--- src/hw/lcr_pkg.sv ---
/*
 package for the cache bus response block: timing counts and state types.
 assumes a single 100 MHz system clock.
*/
package lcr_pkg;
   localparam int LCR_BEATS = 4;
   localparam logic [2:0] LCR_LAST_BEAT = 3'h4;
   localparam int LCR_BR_DELAY = 2;
   localparam logic [1:0] LCR_BR_DELAY_CNT = 2'h2;
   typedef enum logic [1:0] {LCR_IDLE, LCR_HIT, LCR_MEM} lcr_tenure_type;
   typedef enum logic [2:0] {LCR_SN_IDLE, LCR_SN_RETRY, LCR_SN_WIN, LCR_SN_BRWIN,
                             LCR_SN_GRANT, LCR_SN_CPUWB} lcr_snoop_type;
endpackage

--- src/hw/lcr_sync.sv ---
/*
 three-stage synchroniser for one pin input; a change is taken when stages two and three agree.
 assumes clk is the system clock.
*/
`timescale 1ns/100ps
`default_nettype none
module lcr_sync (
   input wire logic clk,
   input wire logic rst_n,
   input wire logic ce,
   input wire logic din,
   output logic dout
);
   logic s1, s2, s3;
   always_ff @(posedge clk or negedge rst_n) begin
      if (!rst_n) begin
         s1 <= 1'b0;
         s2 <= 1'b0;
         s3 <= 1'b0;
         dout <= 1'b0;
      end else if (ce) begin
         s1 <= din;
         s2 <= s1;
         s3 <= s2;
         if (s2 == s3) dout <= s2;
      end
   end
endmodule // lcr_sync
`default_nettype wire

--- src/hw/lcr_bus_response.sv ---
/*
 transaction response logic of a look-aside cache on a shared processor bus:
 address acknowledge, claim, data beats, castout buffer control and snoop retry.
 assumes tag lookup results (hit, dirty) arrive with ts; bus pins are active high here.
*/
`timescale 1ns/100ps
`default_nettype none
module lcr_bus_response
   import lcr_pkg::*;
(
   input wire logic clk,
   input wire logic rst_n,
   input wire logic ce,
   input wire logic ts,
   input wire logic ts_is_write,
   input wire logic ts_is_snoop,
   input wire logic ts_is_burst,
   input wire logic write_through_attribute,
   input wire logic lookup_hit,
   input wire logic lookup_dirty,
   input wire logic ta_in,
   input wire logic aack_in,
   input wire logic processor_data_bus_grant,
   input wire logic processor_bus_request,
   input wire logic cache_bus_grant_pin,
   output logic aack_out,
   output logic aack_oe,
   output logic claim,
   output logic ta_out,
   output logic ta_oe,
   output logic artry_out,
   output logic artry_oe,
   output logic cache_bus_request,
   output logic castout_load,
   output logic castout_start,
   output logic line_update,
   output logic line_invalidate
);
   lcr_tenure_type tenure, next_tenure;
   lcr_snoop_type snoop, next_snoop;
   logic cache_bus_grant;
   logic [2:0] beat;
   logic pend, pend_claim, aack_done;
   logic [1:0] br_cnt;
   logic victim_pending, castout_held, snoop_write, cpu_wb_seen;

   lcr_sync u_grant_sync (
      .clk(clk),
      .rst_n(rst_n),
      .ce(ce),
      .din(cache_bus_grant_pin),
      .dout(cache_bus_grant)
   );

   // wt write hits and clean-victim misses stay silent
   wire is_wt = ts & write_through_attribute;
   wire silent = (is_wt & ts_is_write & lookup_hit) | (~lookup_hit & ~lookup_dirty);
   wire cpu_ts = ts & ~ts_is_snoop;
   wire hit_ts = cpu_ts & lookup_hit & ~silent;
   wire dirty_miss = cpu_ts & ~lookup_hit & lookup_dirty & ts_is_burst;
   wire snoop_dirty = ts & ts_is_snoop & lookup_hit & lookup_dirty & (snoop == LCR_SN_IDLE);
   wire busy = tenure != LCR_IDLE;
   wire hit_beat = (tenure == LCR_HIT) & ta_out;
   wire mem_beat = (tenure == LCR_MEM) & ta_in;
   wire last_hit = hit_beat & (beat == LCR_LAST_BEAT - 3'h1);
   // registered aack must be launched on the third beat to stand beside the fourth
   wire pre_last_hit = hit_beat & (beat == LCR_LAST_BEAT - 3'h2);
   wire last_mem = mem_beat & (beat == LCR_LAST_BEAT - 3'h1);
   wire tenure_end = last_hit | last_mem;
   // data grant must be qualified before driving data
   wire grant_ok = processor_data_bus_grant;
   logic tenure_end_q;
   wire start_hit = (hit_ts & ~busy) | (pend & pend_claim & tenure_end_q);
   // second tenure's aack: with fourth hit ta, or cycle after fourth memory ta
   wire pend_aack = pend & ~aack_done & (pre_last_hit | last_mem);
   wire first_aack = hit_ts & ~busy & ~pend;
   wire drive_ta = (tenure == LCR_HIT) & (ta_out | grant_ok | beat != 3'h0);

   always_comb begin
      next_tenure = tenure;
      if (tenure_end) next_tenure = LCR_IDLE;
      if (cpu_ts & ~busy & ~lookup_hit) next_tenure = LCR_MEM;
      if (hit_ts & ~busy) next_tenure = LCR_HIT;
      if (pend & tenure_end_q & tenure == LCR_IDLE) next_tenure = pend_claim ? LCR_HIT : LCR_MEM;
   end

   always_comb begin
      next_snoop = snoop;
      unique case (snoop)
         LCR_SN_IDLE: if (snoop_dirty) next_snoop = LCR_SN_RETRY;
         LCR_SN_RETRY: if (aack_in) next_snoop = LCR_SN_WIN;
         LCR_SN_WIN: next_snoop = LCR_SN_BRWIN;
         LCR_SN_BRWIN: next_snoop = processor_bus_request ? LCR_SN_CPUWB : LCR_SN_GRANT;
         LCR_SN_GRANT: if (cache_bus_grant) next_snoop = LCR_SN_IDLE;
         LCR_SN_CPUWB: if (cpu_wb_seen) next_snoop = LCR_SN_IDLE;
         default: next_snoop = LCR_SN_IDLE;
      endcase
   end

   always_ff @(posedge clk or negedge rst_n) begin
      if (!rst_n) begin
         tenure <= LCR_IDLE;
         snoop <= LCR_SN_IDLE;
         beat <= 3'h0;
         pend <= 1'b0;
         pend_claim <= 1'b0;
         aack_done <= 1'b0;
         tenure_end_q <= 1'b0;
      end else if (ce) begin
         tenure <= next_tenure;
         snoop <= next_snoop;
         tenure_end_q <= tenure_end;
         if (tenure_end | next_tenure == LCR_IDLE) beat <= 3'h0;
         else if (hit_beat | mem_beat) beat <= beat + 3'h1;
         if (cpu_ts & busy & ~pend) begin
            pend <= 1'b1;
            pend_claim <= hit_ts;
            aack_done <= ~hit_ts;
         end else if (pend & tenure_end_q) pend <= 1'b0;
         if (pend_aack) aack_done <= 1'b1;
      end
   end

   always_ff @(posedge clk or negedge rst_n) begin
      if (!rst_n) begin
         aack_out <= 1'b0;
         aack_oe <= 1'b0;
         claim <= 1'b0;
         ta_out <= 1'b0;
         ta_oe <= 1'b0;
         artry_out <= 1'b0;
         artry_oe <= 1'b0;
      end else if (ce) begin
         aack_out <= first_aack | pend_aack;
         aack_oe <= first_aack | pend_aack | aack_out;
         claim <= hit_ts | (claim & ~aack_out) | aack_out & claim & 1'b0;
         ta_out <= drive_ta & ~last_hit | (start_hit & grant_ok);
         ta_oe <= (tenure == LCR_HIT) | start_hit;
         artry_out <= next_snoop == LCR_SN_RETRY | next_snoop == LCR_SN_WIN;
         artry_oe <= next_snoop == LCR_SN_RETRY | next_snoop == LCR_SN_WIN | artry_out;
      end
   end

   always_ff @(posedge clk or negedge rst_n) begin
      if (!rst_n) begin
         br_cnt <= 2'h0;
         cache_bus_request <= 1'b0;
         victim_pending <= 1'b0;
         castout_held <= 1'b0;
         castout_load <= 1'b0;
         castout_start <= 1'b0;
         snoop_write <= 1'b0;
         cpu_wb_seen <= 1'b0;
         line_update <= 1'b0;
         line_invalidate <= 1'b0;
      end else if (ce) begin
         if (dirty_miss) br_cnt <= LCR_BR_DELAY_CNT - 2'h1;
         else if (br_cnt != 2'h0) br_cnt <= br_cnt - 2'h1;
         if (snoop_dirty) snoop_write <= ts_is_write;
         // two clocks after ts for a dirty victim; same cycle as retry for snoop
         if ((br_cnt == 2'h1) | snoop_dirty) cache_bus_request <= 1'b1;
         else if ((snoop == LCR_SN_BRWIN & processor_bus_request) | castout_start) cache_bus_request <= 1'b0;
         if (dirty_miss) victim_pending <= 1'b1;
         castout_load <= victim_pending & (tenure == LCR_MEM) & ta_in;
         if (victim_pending & last_mem) begin
            victim_pending <= 1'b0;
            castout_held <= 1'b1;
         end
         // castout only after processor tenure ends; a grant while cpu writes back is ignored
         // one-cycle pulse: held clears one edge after castout_start rises, so block a repeat
         castout_start <= castout_held & ~castout_start & cache_bus_grant & ~busy & snoop != LCR_SN_CPUWB;
         if (castout_start) castout_held <= 1'b0;
         cpu_wb_seen <= (snoop == LCR_SN_CPUWB) & cpu_ts & ts_is_write;
         line_update <= cpu_wb_seen & ~snoop_write;
         line_invalidate <= cpu_wb_seen & snoop_write;
         if (cpu_wb_seen) castout_held <= 1'b0;
      end
   end

   ack_after_fourth_a: assert property (@(posedge clk) disable iff (!rst_n)
      ce & pend & ~aack_done & last_mem |=> aack_out) else $error("pipelined aack not after memory tenure");
   aack_with_beat_a: assert property (@(posedge clk) disable iff (!rst_n)
      ce & pend & ~aack_done & pre_last_hit |=> aack_out & ta_out) else $error("pipelined aack not with fourth beat");
   br_two_clk_a: assert property (@(posedge clk) disable iff (!rst_n)
      ce & dirty_miss & snoop == LCR_SN_IDLE ##1 ce |=> cache_bus_request) else $error("bus request late");
   retry_req_a: assert property (@(posedge clk) disable iff (!rst_n)
      ce & snoop_dirty |=> artry_out & cache_bus_request) else $error("retry and request not together");
   cpu_req_drop_a: assert property (@(posedge clk) disable iff (!rst_n)
      ce & snoop == LCR_SN_BRWIN & processor_bus_request & ~dirty_miss |=> ~cache_bus_request)
      else $error("request kept after cpu request");
   castout_idle_a: assert property (@(posedge clk) disable iff (!rst_n)
      castout_start |-> $past(tenure) != LCR_MEM) else $error("castout during processor tenure");
   no_silent_drive_a: assert property (@(posedge clk) disable iff (!rst_n)
      ce & cpu_ts & silent & ~busy & ~pend |=> ~claim & ~ta_oe) else $error("silent op drove bus");
   ta_grant_a: assert property (@(posedge clk) disable iff (!rst_n)
      ce & first_aack & ~grant_ok |=> ~ta_out) else $error("ta without data grant");
   cover_hit_c: cover property (@(posedge clk) first_aack);
   cover_pipe_c: cover property (@(posedge clk) pend_aack);
   cover_snoop_c: cover property (@(posedge clk) snoop == LCR_SN_CPUWB);
endmodule // lcr_bus_response
`default_nettype wire

--- config.mk ---
export PLATFORM = sky130hd
export DESIGN_NAME = lcr_bus_response
export DESIGN_NICKNAME = d
export VERILOG_FILES = /design/src/hw/lcr_pkg.sv /design/src/hw/lcr_sync.sv /design/src/hw/lcr_bus_response.sv
export SDC_FILE = /design/constraint.sdc
export NUM_CORES = 1
export LEC_CHECK = 0
export ABC_CLOCK_PERIOD_IN_PS = 3600
export BUFFER_PORTS_ARGS = -buffer_cell sky130_fd_sc_hd__buf_2
export CAP_MARGIN = 20
export CELL_PAD_IN_SITES_DETAIL_PLACEMENT = 1
export CELL_PAD_IN_SITES_GLOBAL_PLACEMENT = 2
export CORE_MARGIN = 2
export CORE_UTILIZATION = 30
export CTS_BUF_LIST = sky130_fd_sc_hd__clkbuf_4
export DETAILED_ROUTE_END_ITERATION = 7
export GPL_TIMING_DRIVEN = 0
export PLACE_DENSITY_LB_ADDON = 0.1
export SYNTH_ARGS = -nofsm -noshare
export SYNTH_HDL_FRONTEND = slang
export SYNTH_SLANG_ARGS = --single-unit
--- constraint.sdc ---
create_clock -name clk -period 3.6 [get_ports clk]
set_input_delay 0.18 -clock clk [delete_from_list [all_inputs] [get_ports clk]]
set_output_delay 0.18 -clock clk [all_outputs]
set_load 0.005 [all_outputs]
# ---- Yosys cells after proc, flatten, opt, wreduce, memory -nomap -nowiden
# Cells that the tools add are included.
dict set report word_totals {
  romBits 0
  mem_count 0
  ff_bits 34
  ram_bits 0
  latch_bits 0
  word_cells 169
}
dict set report op_classes {
  shifts 0
  mux 26
  eq_ne 14
  bitwise_logic 76
  n_lt_le_gt_ge 0
  reduce_logical 23
  add_sub_neg 2
  div_mod_pow 0
  mul 0
}
# op count
set ops {}
lappend ops {{bitwise AND 1 bit} 47}
lappend ops {{AND reduction 2 bit} 10}
lappend ops {{2-to-1 mux 3 bit} 6}
lappend ops {{case mux 3 bit (6 select lines)} 1}
lappend ops {{OR 1 bit} 17}
lappend ops {{nonzero test 2 bit} 8}
lappend ops {{== test 3 x 2 -> 1 bit, second input constant} 5}
lappend ops {{2-to-1 mux 2 bit} 7}
lappend ops {{2-to-1 mux 1 bit} 12}
lappend ops {{inverter 1 bit} 12}
lappend ops {{== test 3 x 1 -> 1 bit, second input constant} 2}
lappend ops {{== test 3 bit, second input constant} 2}
lappend ops {{nonzero test 3 bit} 2}
lappend ops {{== test 2 x 1 -> 1 bit, second input constant} 2}
lappend ops {{zero test 2 bit} 2}
lappend ops {{adder 3 x 1 -> 3 bit, second input constant} 1}
lappend ops {{zero test 3 bit} 1}
lappend ops {{!= test 3 bit, second input constant} 1}
lappend ops {{== test 2 bit, second input constant} 1}
lappend ops {{subtractor 2 x 1 -> 2 bit, second input constant} 1}
lappend ops {{== test 1 bit} 1}

# ---- Depth between registers and ports, before layout
# Gate-level depths: netlist of run 1.
dict set report depth {
  depth_word 13
  ltp_mapped 6
  depth_no_buf 6
}

# ---- Modules after synthesis
# Synthesis of run 1 repeated with hierarchy kept, for this count alone.
dict set report hier_totals {
  hier_cells 181
  hier_area_um2 1813.0
}
# mod cells_per_inst n_inst seq_area_each_um2 area_per_inst_um2
set modules_own_cells {}
lappend modules_own_cells {lcr_bus_response 171 1 750.7 1656.6}
lappend modules_own_cells {lcr_sync 10 1 100.1 156.4}

# ---- Least setup slack after synthesis of run 1
# Ideal clock, no wire load.
dict set report synth_path {
  path_type {register to register}
  start {register tenure[1]}
  end {register beat[0]}
  arrival_time_ps 1411
  t_required_ps 3513
  n_path_buf 1
  stages_incl_launch_ff 6
  slack_ps 2102
  cell_sequence {dfrtp_1 > buf_6 > or4b_4 > o21ai_4 > nor4_2 > a211oi_2}
}
dict set report synth_between {
  elab_chain_cells 12
  elab_cells_between_ends 24
}
# element line
set synth_lines {}
lappend synth_lines {{start, declared} lcr_bus_response.sv:39} ;# lcr_tenure_type tenure, next_tenure;
lappend synth_lines {{start signal, assigned} lcr_bus_response.sv:110} ;# tenure <= next_tenure;
lappend synth_lines {{== test 2 x 1 -> 1 bit or == test 2 bit (tied branches)} {lcr_bus_response.sv:63, lcr_bus_response.sv:64}}
lappend synth_lines {{bitwise AND 1 bit (on tied branches)} {lcr_bus_response.sv:63, lcr_bus_response.sv:64}}
lappend synth_lines {{bitwise AND 1 bit (on tied branches)} {lcr_bus_response.sv:65, lcr_bus_response.sv:68}}
lappend synth_lines {{OR 1 bit} lcr_bus_response.sv:69} ;# wire tenure_end = last_hit | last_mem;
lappend synth_lines {{2-to-1 mux 2 bit} lcr_bus_response.sv:81} ;# if (tenure_end) next_tenure = LCR_IDLE;
lappend synth_lines {{2-to-1 mux 2 bit} lcr_bus_response.sv:82} ;# if (cpu_ts & ~busy & ~lookup_hit) next_tenure = LCR_MEM;
lappend synth_lines {{2-to-1 mux 2 bit} lcr_bus_response.sv:83} ;# if (hit_ts & ~busy) next_tenure = LCR_HIT;
lappend synth_lines {{2-to-1 mux 2 bit} lcr_bus_response.sv:84} ;# if (pend & tenure_end_q & tenure == LCR_IDLE) next_tenure = pend_claim ? LCR_HIT : LCR_MEM;
lappend synth_lines {{zero test 2 bit} lcr_bus_response.sv:113} ;# if (tenure_end | next_tenure == LCR_IDLE) beat <= 3'h0;
lappend synth_lines {{OR 1 bit} lcr_bus_response.sv:113}
lappend synth_lines {{nonzero test 2 bit (no line)} -}
lappend synth_lines {{AND reduction 2 bit (no line)} -}
lappend synth_lines {{end signal, assigned} lcr_bus_response.sv:114} ;# else if (hit_beat | mem_beat) beat <= beat + 3'h1;
lappend synth_lines {{end, declared} lcr_bus_response.sv:42} ;# logic [2:0] beat;
# Several ways; a longest one is shown, not always the timed one.
# A chain may end at the register's enable or synchronous reset.

# ---- Final worst setup path of run 1
dict set report layout_path {
  start {register beat[1]}
  end {register beat[1]}
}
dict set report layout_between {
  elab_chain_cells 11
  elab_cells_between_ends 15
}
# element line
set layout_lines {}
lappend layout_lines {{== test 3 x 2 -> 1 bit} {lcr_bus_response.sv:65, lcr_bus_response.sv:68}}
lappend layout_lines {{bitwise AND 1 bit (on tied branches)} {lcr_bus_response.sv:65, lcr_bus_response.sv:68}}
lappend layout_lines {{OR 1 bit} lcr_bus_response.sv:69}
lappend layout_lines {{2-to-1 mux 2 bit} lcr_bus_response.sv:81}
lappend layout_lines {{2-to-1 mux 2 bit} lcr_bus_response.sv:82}
lappend layout_lines {{2-to-1 mux 2 bit} lcr_bus_response.sv:83}
lappend layout_lines {{2-to-1 mux 2 bit} lcr_bus_response.sv:84}
lappend layout_lines {{zero test 2 bit} lcr_bus_response.sv:113}
lappend layout_lines {{OR 1 bit} lcr_bus_response.sv:113}
lappend layout_lines {{nonzero test 2 bit (no line)} -}
lappend layout_lines {{AND reduction 2 bit (no line)} -}
# Several ways; a longest one is shown, not always the timed one. The select of a mux whose other input is x is not followed.

==> results by group, run 1 <==
Clock tree
  – H-tree lvl count: 2
  – Clock transition at path regs: 0.12 ns
  – Post-CTS Resized: 0
  – CTS max path bufs: 2
  – Hold buffers post-CTS: 1
  – Skew-Pair Late Insertion Delay: between 0.3 and 0.4 ns
  – CTS buffer count: 5
  – Clk sinks: 34
  – Root Driver: clkbuf_4
  – Post-CTS setup repair buffer count: 0
  – CTS tree: done

Logic synthesis
  – Post-synth EDFFs: 0
  – Main synth FF type: dfrtp_1
  – Sequential area share after synthesis: a little under half
  – Avg Cell Area, Syn: roughly 9.6 sq um
  – Seq cells post-synth: 34
  – Syn nets: roughly 210
  – Post-synth ARST share: 100%
  – Syn Inst Count: roughly 190
  – Ys Warns: 0
  – Synth area leader: dfrtp_1
  – Synth top area share: a little under half
  – Synth cell types: 47
  – Area contributors post-synth: dfrtp_1 46%, o21ai_0 4.3%, ha_1 4.1%
  – Synthesized area: between 1500 and 2000 sq um

Detailed routing
  – DRT iter0 DRCs: 17
  – Vias per Instance: between 5 and 6
  – Detailed-route DRC error count: 0
  – WL/cell: about 16 microns
  – Post-Route WL: 4.98 mm
  – Via count: between 1500 and 2000
  – First-pass DRT Iterations: 4
  – Antenna viol nets, final: 0

Setup path
  – Reg-to-Reg End: beat[1]
  – Crit path kind: reg2reg
  – Reg-to-Reg Start: beat[1]
  – R2R Setup Slk: approximately 1.8 ns
  – CP Capture Type: flip-flop
  – Crit path launch type: flip-flop
  – WP data arrival: between 1.5 and 2 ns
  – Required time of the critical path: approximately 3.8 ns
  – Max FO, Critical Path: 4
  – Reg2reg path depth: 6

Finish
  – ANT cells: 0
  – Commonest non-fill, non-tap cell in the layout: dfrtp_1
  – Commonest cells after routing, fill and taps aside: 34 x dfrtp_1, 27 x buf_2, 17 x nand2_1, 17 x nor2_1, 16 x o21ai_0
  – NumNets Final: 247
  – Area grow syn2layout: 18.2%
  – Multi-input gate area: approximately 890 sq um
  – Share of layout cells above drive strength 1: 21.6%
  – Fill count: 716
  – Reg area: 851 sq um

STA
  – Final Skew: approximately 0.0091 ns
  – RSZ-0062 raised after global routing: no
  – Tmin final: between 1.5 and 2 ns
  – Slew HR: between 40% and 50%
  – Setup TNS: 0 ns
  – Final setup violation count: 0
  – Hold Vio Cnt, Final: 0
  – Fmax: 571 MHz
  – Final slew viol count: 0
  – Tightest Pin Transition: ~0.78 ns
  – Part of the cycle the worst path needs: 48.6%

Die
  – Die span in y: roughly 82 microns
  – I/O pin total: 27
  – Area of the core: between 5000 and 6000 sq um
  – Die X: 82.5 microns
  – Rows: 28
  – Total die area: ~6800 sq um
  – Initial Utilization: 31.2%

Global route
  – GR Util All Layers: between 15 and 20%
  – Initial antenna violation count: 0
  – First-pass GRT wire length: between 8 and 9 mm
  – Gr ovfl total: 0
  – Pin count of the biggest net entering global routing: 35
  – Vias in the first global route: between 1500 and 2000

Power and ir drop
  – Leak: between 0.9 and 1 nW
  – Tot Pwr: about 1.5 mW
  – Power per standard cell area: ~700 nW/um^2
  – Max VDD drop: around 0.25 mV

Place
  – RD Place Congestion: about 0.77
  – Port Buf Inserts: 25
  – Post-detail-place hpwl: ~3.8 mm

Run status
  – Run status: finished, final reports clean

Flow run
  – Max Cap Viol: 0

Min path
  – Hold worst-path end: u_grant_sync.s1
  – Hold Startpoint: cache_bus_grant_pin
  – Hold Crit Class: in2reg
  – WHS Path Cells: 2
## power breakdown
| group | switching [mW] | internal [mW] |
|---|---|---|
| logic | 0.311 | 0.251 |
| clock network | 0.145 | 0.217 |
| registers | 0.0964 | 0.506 |
## state kept, by name (all words and copies together) (netlist names), 2 cells and up
signal,count
beat,3
snoop,3
br_cnt,2
tenure,2
## cells by family after synthesis
logic type               count (synthesis)  share of synthesized area [%]
AO/OA/AOI/OAI                           56                           20.9
multiplexers                             7                           4.13
adder cells (fa/ha/maj)                  6                           4.06
AND/OR/NAND/NOR                         65                           18.9
flip-flops                              34                           46.1
buffers and inverters                   25                           5.89
## metrics by stage
step           worst slack (ns)  area (sq um)  hold slack, ns  utilization, %  std cells
2_1_floorplan              2.10          1850          -0.116               -        193
3_3_place_gp               1.81          2070           0.305            34.9        293
3_5_place_dp               1.81          2070           0.320            34.9        293
4_1_cts                    1.80          2180          0.0481            36.9        302
5_1_grt                    1.68          2180          0.0416            36.9        302
6_report                   1.85          2180          0.0667            36.9        302
## Yosys cell counts (2+ instances only)
| cell type | n |
|---|---|
| a2111oi_0 | 2 |
| nor3_1 | 3 |
| nor2b_1 | 3 |
| nor4_1 | 3 |
| inv_1 | 15 |
| mux2i_1 | 2 |
| ha_1 | 6 |
| o2bb2ai_1 | 4 |
| nand2b_1 | 4 |
| buf_2 | 2 |
| a21o_1 | 2 |
| nor2_1 | 17 |
| clkbuf_1 | 4 |
| a32o_1 | 2 |
| o21a_1 | 2 |
| a31oi_1 | 4 |
| nand3_1 | 5 |
| mux2_2 | 5 |
| dfrtp_1 | 34 |
| o31ai_1 | 3 |
| a22o_1 | 2 |
| nand3b_1 | 4 |
| o21ai_0 | 16 |
| a21oi_1 | 9 |
| nand4_1 | 2 |
| nand2_1 | 17 |
## worst max-delay path by stage
stage | cells past startpoint | start | end | slack, ns
floorplan | 5 | tenure[1] | beat[0] | 2.10
global placement | 6 | beat[1] | beat[2] | 1.81
detailed placement | 6 | beat[1] | beat[1] | 1.81
CTS | 6 | beat[1] | beat[1] | 1.80
global route | 6 | beat[1] | beat[2] | 1.68
finish | 6 | beat[1] | beat[1] | 1.85
## metal layers
metal	wire, microns	track usage [%]
met1	2240	20.7
met2	2610	28.9
met3	105	3.59
met4	28	4.50
met5	0	0
## critical path, cell delays in order, from the launching register on
cell	delay [ns]
dfrtp_1	0.40
ha_1	0.17
ha_1	0.21
nand2_1	0.09
o21a_1	0.20
nor4_2	0.47
nor2_1	0.10
## layout make-up
cell class,instances,area share (%)
Timing Repair Buffer,26,6.19
Buffer,10,2.41
Multi-Input combinational cell,134,40.7
Sequential cell,34,39.0
Tap cell,75,4.30
Clock buffer,5,1.72
Inverter,15,2.58
Clock inverter,3,3.15
(Power assumes the default switching activity.)
==> inputs of run 2 (changes only) <==
- ABC_CLOCK_PERIOD_IN_PS: 3600 -> 1600
- clock period: 3.6 -> 1.6 ns (I/O delays scaled with it)
==> results by group, run 2 (synthesis results as in run 1) <==
Run status
  – Run status: finished, violations left
  – Failing checks: negative setup slack

STA
  – Tmin final: 1.60 ns (-0.148 ns)
  – WHS: 0.0202 ns (-0.0464 ns)
  – Fmax: 624 MHz (+9.3%)
  – Part of the cycle the worst path needs: 100% (+52 points)
  – Setup TNS: -0.00209 ns (-0.00209 ns)
  – Hold Vio Cnt, Final: 0 (unchanged)
  – Final WS setup: -0.00209 ns (-1.85 ns)
  – Slew HR: 48.0% (+0.049 points)
  – Final slew viol count: 0 (unchanged)
  – Final Skew: 0.00522 ns (-0.00393 ns)
  – Tightest Pin Transition: 0.779 ns (-0.000734 ns)
  – RSZ-0062 raised after global routing: yes
  – Final setup violation count: 1 (+1)

Detailed routing
  – DRT iter0 DRCs: 31 (+14)
  – Vias per Instance: 5.26 (+1.3%)
  – Detailed-route DRC error count: 0 (unchanged)
  – WL/cell: 16.5 microns (about the same)
  – Antenna viol nets, final: 0 (unchanged)
  – First-pass DRT Iterations: 4 (unchanged)
  – Post-Route WL: 5.06 mm (+1.6%)
  – Via count: 1615 (+3.0%)

Min path
  – Hold Crit Class: in2reg

Setup path
  – Max stage delay on crit path: 0.53 ns (+0.06 ns)
  – Worst path cell trace: buf_6, or4b_4, o21ai_4, nor4_4, a211oi_2
  – Crit path launch type: flip-flop
  – WP data arrival: 1.87 ns (-0.09 ns)
  – Max FO, Critical Path: 8 (+4)
  – Cell at the slowest stage of the critical path: or4b_4
  – Required time of the critical path: 1.87 ns (-1.94 ns)
  – Crit path kind: reg2reg
  – CP Capture Type: flip-flop

Global route
  – Initial antenna violation count: 0 (unchanged)
  – Vias in the first global route: 1680 (+2.7%)
  – GR Util All Layers: 16.8% (+0.23 points)
  – Pin count of the biggest net entering global routing: 35 (unchanged)
  – First-pass GRT wire length: 8.49 mm (+1.6%)
  – Gr ovfl total: 0 (unchanged)

Clock tree
  – Skew-Pair Late Insertion Delay: 0.34 ns (about the same)
  – CTS tree: done
  – Clk sinks: 34 (unchanged)
  – CTS max path bufs: 2 (unchanged)
  – Root Driver: clkbuf_4
  – H-tree lvl count: 2 (unchanged)
  – Clock transition at path regs: 0.12 ns (about the same)
  – CTS buffer count: 5 (unchanged)

Die
  – Initial Utilization: 31.2% (unchanged)
  – Total die area: 6800 sq um (unchanged)
  – Area of the core: 5920 sq um (unchanged)
  – Die X: 82.5 microns (unchanged)
  – Die span in y: 82.5 microns (unchanged)
  – I/O pin total: 27 (unchanged)
  – Rows: 28 (unchanged)

Finish
  – Reg area: 851 sq um (unchanged)
  – NumNets Final: 252 (+2.0%)
  – Top flop regs: beat (3), snoop (3)
  – ANT cells: 0 (unchanged)
  – Share of layout cells above drive strength 1: 26.7% (+5.1 points)
  – Fill count: 713 (-0.42%)
  – Area grow syn2layout: 25.2%
  – Multi-input gate area: 975 sq um (+9.9%)
  – Commonest cells after routing, fill and taps aside: 34 x dfrtp_1, 27 x buf_2, 16 x nand2_1, 16 x nor2_1
  – Commonest non-fill, non-tap cell in the layout: dfrtp_1

Power and ir drop
  – Leak: 1.01 nW (+3.8%)
  – Max VDD drop: 0.473 mV (+88%)
  – Power per standard cell area: 1570 nW/um^2 (+120%)
  – Tot Pwr: 3.62 mW (+140%)

Flow run
  – Max Cap Viol: 0 (unchanged)

Place
  – Post-place setup slack: -0.192 ns (-2.00 ns)
  – Port Buf Inserts: 25 (unchanged)
  – RD Place Congestion: 0.769 (unchanged)
  – Post-detail-place hpwl: 3.77 mm (unchanged)
-- run 2: report_power, final --
part / total (mW) / internal, mW / switching (mW)
Sequential: 1.37 / 1.14 / 0.236
Clock: 0.812 / 0.489 / 0.323
Combinational: 1.44 / 0.660 / 0.779
Total: 3.62 / 2.29 / 1.34
-- run 2: area by class of cell --
cell class	instances	area share [%]
buffer	10	2.27
clock buffer	5	1.62
clock inverter	3	2.98
inverter	15	2.44
multi-input combinational	134	42.2
sequential	34	36.8
tap	75	4.06
timing repair buffer	31	7.68
-- run 2: worst max-delay path, delay by kind of cell (launching register included) --
family          cells  cell delay, ns
simple gates        2            0.61
flops               1            0.39
compound gates      2            0.39
buf+inv             1            0.13
-- run 2: worst paths after layout --
check                            startpoint      endpoint  slack [ns]  depth (start not counted)
worst max-delay path              tenure[1]       beat[0]      -0.002                          5
worst min-delay path            ts_is_write   snoop_write        0.02                          2
worst max register to register    tenure[1]       beat[0]      -0.002                          5
worst min register to register  snoop_write   line_update        0.50                          1
max in group asynchronous             rst_n  castout_held        0.77                          2
min in group asynchronous             rst_n      artry_oe        0.34                          2
-- run 2: timing repair --
item,4_1_cts,5_1_grt
pin swaps,5,4
hold buffers,3,0
gates resized for setup,12,5
setup endpoints to repair,11,13
endpoints found under the hold margin,36,0
setup buffers,4,0
-- run 2: layer usage --
layer | vias up | track usage (%) | share of wire, %
met5 | - | 0 | 0
met4 | 0 | 5.00 | 1.3
met3 | 6 | 3.59 | 3.0
met2 | 22 | 29.3 | 53
met1 | 817 | 20.8 | 43
li1 | 770 | - | -
-- run 2: metrics by stage --
step | util (%) | instances | area (sq um)
after CTS | 38.6 | 307 | 2280
final | 39.1 | 307 | 2310
after global routing | 39.1 | 307 | 2310
after global placement | 34.9 | 293 | 2070
after floorplan | - | 193 | 1850
after detailed placement | 34.9 | 293 | 2070
==> inputs of run 3 (changes only) <==
- CELL_PAD_IN_SITES_GLOBAL_PLACEMENT: 2 -> 1
- CORE_UTILIZATION: 30 -> 41
==> results by group, run 3 (synthesis results as in run 1) <==
Finish
  – Area grow syn2layout: 22.1%
  – Commonest non-fill, non-tap cell in the layout: dfrtp_1
  – ANT cells: 0 (unchanged)
  – Share of layout cells above drive strength 1: 27.4% (+0.63 points)
  – Commonest cells after routing, fill and taps aside: 34 x dfrtp_1, 27 x buf_2, 17 x nand2_1, 17 x nor2_1
  – Top flop regs: beat (3), snoop (3)
  – Final instance area: 2250 sq um (-2.5%)
  – Cell Count, Final, Fillers Out: 286 (-6.8%)
  – NumNets Final: 254 (+0.79%)

Clock tree
  – Root Driver: clkbuf_4
  – CTS tree: done
  – CTS max path bufs: 2 (unchanged)
  – Clock transition at path regs: 0.11 ns (about the same)
  – Clk sinks: 34 (unchanged)
  – CTS buffer count: 5 (unchanged)
  – H-tree lvl count: 2 (unchanged)
  – Skew-Pair Late Insertion Delay: 0.35 ns (about the same)

Detailed routing
  – Vias per Instance: 5.69 (+8.1%)
  – First-pass DRT Iterations: 4 (unchanged)
  – Via count: 1626 (+0.68%)
  – Detailed-route DRC error count: 0 (unchanged)
  – WL/cell: 17.6 microns (+6.6%)
  – Post-Route WL: 5.03 mm (-0.67%)
  – Antenna viol nets, final: 0 (unchanged)
  – DRT iter0 DRCs: 53 (+71%)

Setup path
  – Max stage delay on crit path: 0.39 ns (-0.14 ns)
  – CP Capture Type: flip-flop
  – Worst path cell trace: ha_2, ha_4, nand3b_1, a32o_2, nor4_4, a211oi_2
  – R2R Setup Slk: -0.06 ns (-0.06 ns)
  – Crit path max-delay family: simple AND/OR/NAND/NOR gates
  – Cell at the slowest stage of the critical path: dfrtp_1
  – Crit path launch type: flip-flop
  – Required time of the critical path: 1.81 ns (-0.06 ns)
  – Max FO, Critical Path: 4 (-4)
  – WP buf/inv: 0 (-1)
  – Crit path kind: reg2reg
  – WP data arrival: 1.87 ns (about the same)

Power and ir drop
  – Max VDD drop: 0.567 mV (+20%)
  – Leak: 1.00 nW (-1.1%)
  – Power per standard cell area: 1500 nW/um^2 (-4.4%)
  – Tot Pwr: 3.38 mW (-6.8%)

STA
  – Tightest Pin Transition: 0.807 ns (+0.0274 ns)
  – Tmin final: 1.66 ns (+0.0590 ns)
  – Final Skew: 0.0116 ns (+0.00637 ns)
  – Final WS setup: -0.0611 ns (-0.0590 ns)
  – Fmax: 602 MHz (-3.6%)
  – Slew HR: 46.2% (-1.8 points)
  – Setup TNS: -0.191 ns (-0.189 ns)
  – Part of the cycle the worst path needs: 104% (+3.7 points)
  – Hold Vio Cnt, Final: 0 (unchanged)
  – RSZ-0062 raised after global routing: yes
  – Final setup violation count: 4 (+3)
  – Final slew viol count: 0 (unchanged)

Flow run
  – Max Cap Viol: 0 (unchanged)

Run status
  – Run status: finished, violations left
  – Failing checks: negative setup slack

Die
  – Die span in y: 71.1 microns (-14%)
  – Initial Utilization: 42.4% (+11 points)
  – Rows: 24 (-14%)
  – Total die area: 5060 sq um (-26%)
  – Area of the core: 4350 sq um (-26%)
  – I/O pin total: 27 (unchanged)
  – Die X: 71.1 microns (-14%)

Min path
  – Hold Crit Class: in2reg

Place
  – Post-detail-place hpwl: 3.56 mm (-5.6%)
  – Port Buf Inserts: 25 (unchanged)
  – Placed cells: 270 (-7.8%)
  – Post-place setup slack: -0.187 ns (+0.00510 ns)
  – Area after DPL: 2040 sq um (-1.4%)
  – RD Place Congestion: 0.809 (+5.2%)

Global route
  – Pin count of the biggest net entering global routing: 35 (unchanged)
  – Vias in the first global route: 1775 (+5.7%)
  – Gr ovfl total: 0 (unchanged)
  – First-pass GRT wire length: 8.69 mm (+2.3%)
  – Initial antenna violation count: 0 (unchanged)
  – GR Util All Layers: 22.2% (+5.4 points)
-- run 3: path summary, 6_finish.rpt --
path | depth (start not counted) | end | start
min | 2 | snoop_write | ts_is_write
max in group asynchronous | 2 | beat[2] | rst_n
max | 6 | beat[0] | beat[0]
min in group asynchronous | 2 | cache_bus_request | rst_n
min reg2reg | 1 | br_cnt[1] | br_cnt[1]
max reg2reg | 6 | beat[0] | beat[0]
-- run 3: layer usage --
metal  global-route usage [%]  vias up  wire length [microns]
met5                        0        -                      0
met4                     9.22        0                    101
met3                     4.56       10                    155
met2                     40.1       26                   2610
met1                     25.4      816                   2160
li1                         -      774                      -
-- run 3: repair_timing --
action / CTS / global route
gates resized for setup: 13 / 5
endpoints found under the setup margin: 11 / 11
setup buffers: 4 / 1
hold endpoints to repair: 36 / 0
hold buffers: 3 / 0
pin swaps: 7 / 3
-- run 3: final cells by class --
class                           instances  area [sq um]
Timing Repair Buffer                   33           193
Inverter                               15          56.3
Sequential cell                        34           851
Clock inverter                          2          8.76
Fill cell                             522          2100
Multi-Input combinational cell        134           983
Buffer                                 10          52.6
Clock buffer                            6          45.0
Tap cell                               52          65.1
-- run 3: worst register-to-register path, stage by stage (launching register included) --
cell,delay (ns)
dfrtp_1,0.39
ha_2,0.20
ha_4,0.14
nand3b_1,0.08
a32o_2,0.25
nor4_4,0.38
a211oi_2,0.08
-- run 3: metrics by stage --
stage,utilization (%),hold WS [ns]
5_1_grt,51.8,0.0246
3_3_place_gp,46.8,0.193
3_5_place_dp,46.8,0.210
6_report,51.8,0.0180
4_1_cts,50.7,0.0101
2_1_floorplan,-,-0.216
-- run 3: where the power goes --
| group | internal [mW] | switching [mW] |
|---|---|---|
| registers | 1.14 | 0.230 |
| logic | 0.697 | 0.824 |
| clock network | 0.182 | 0.309 |
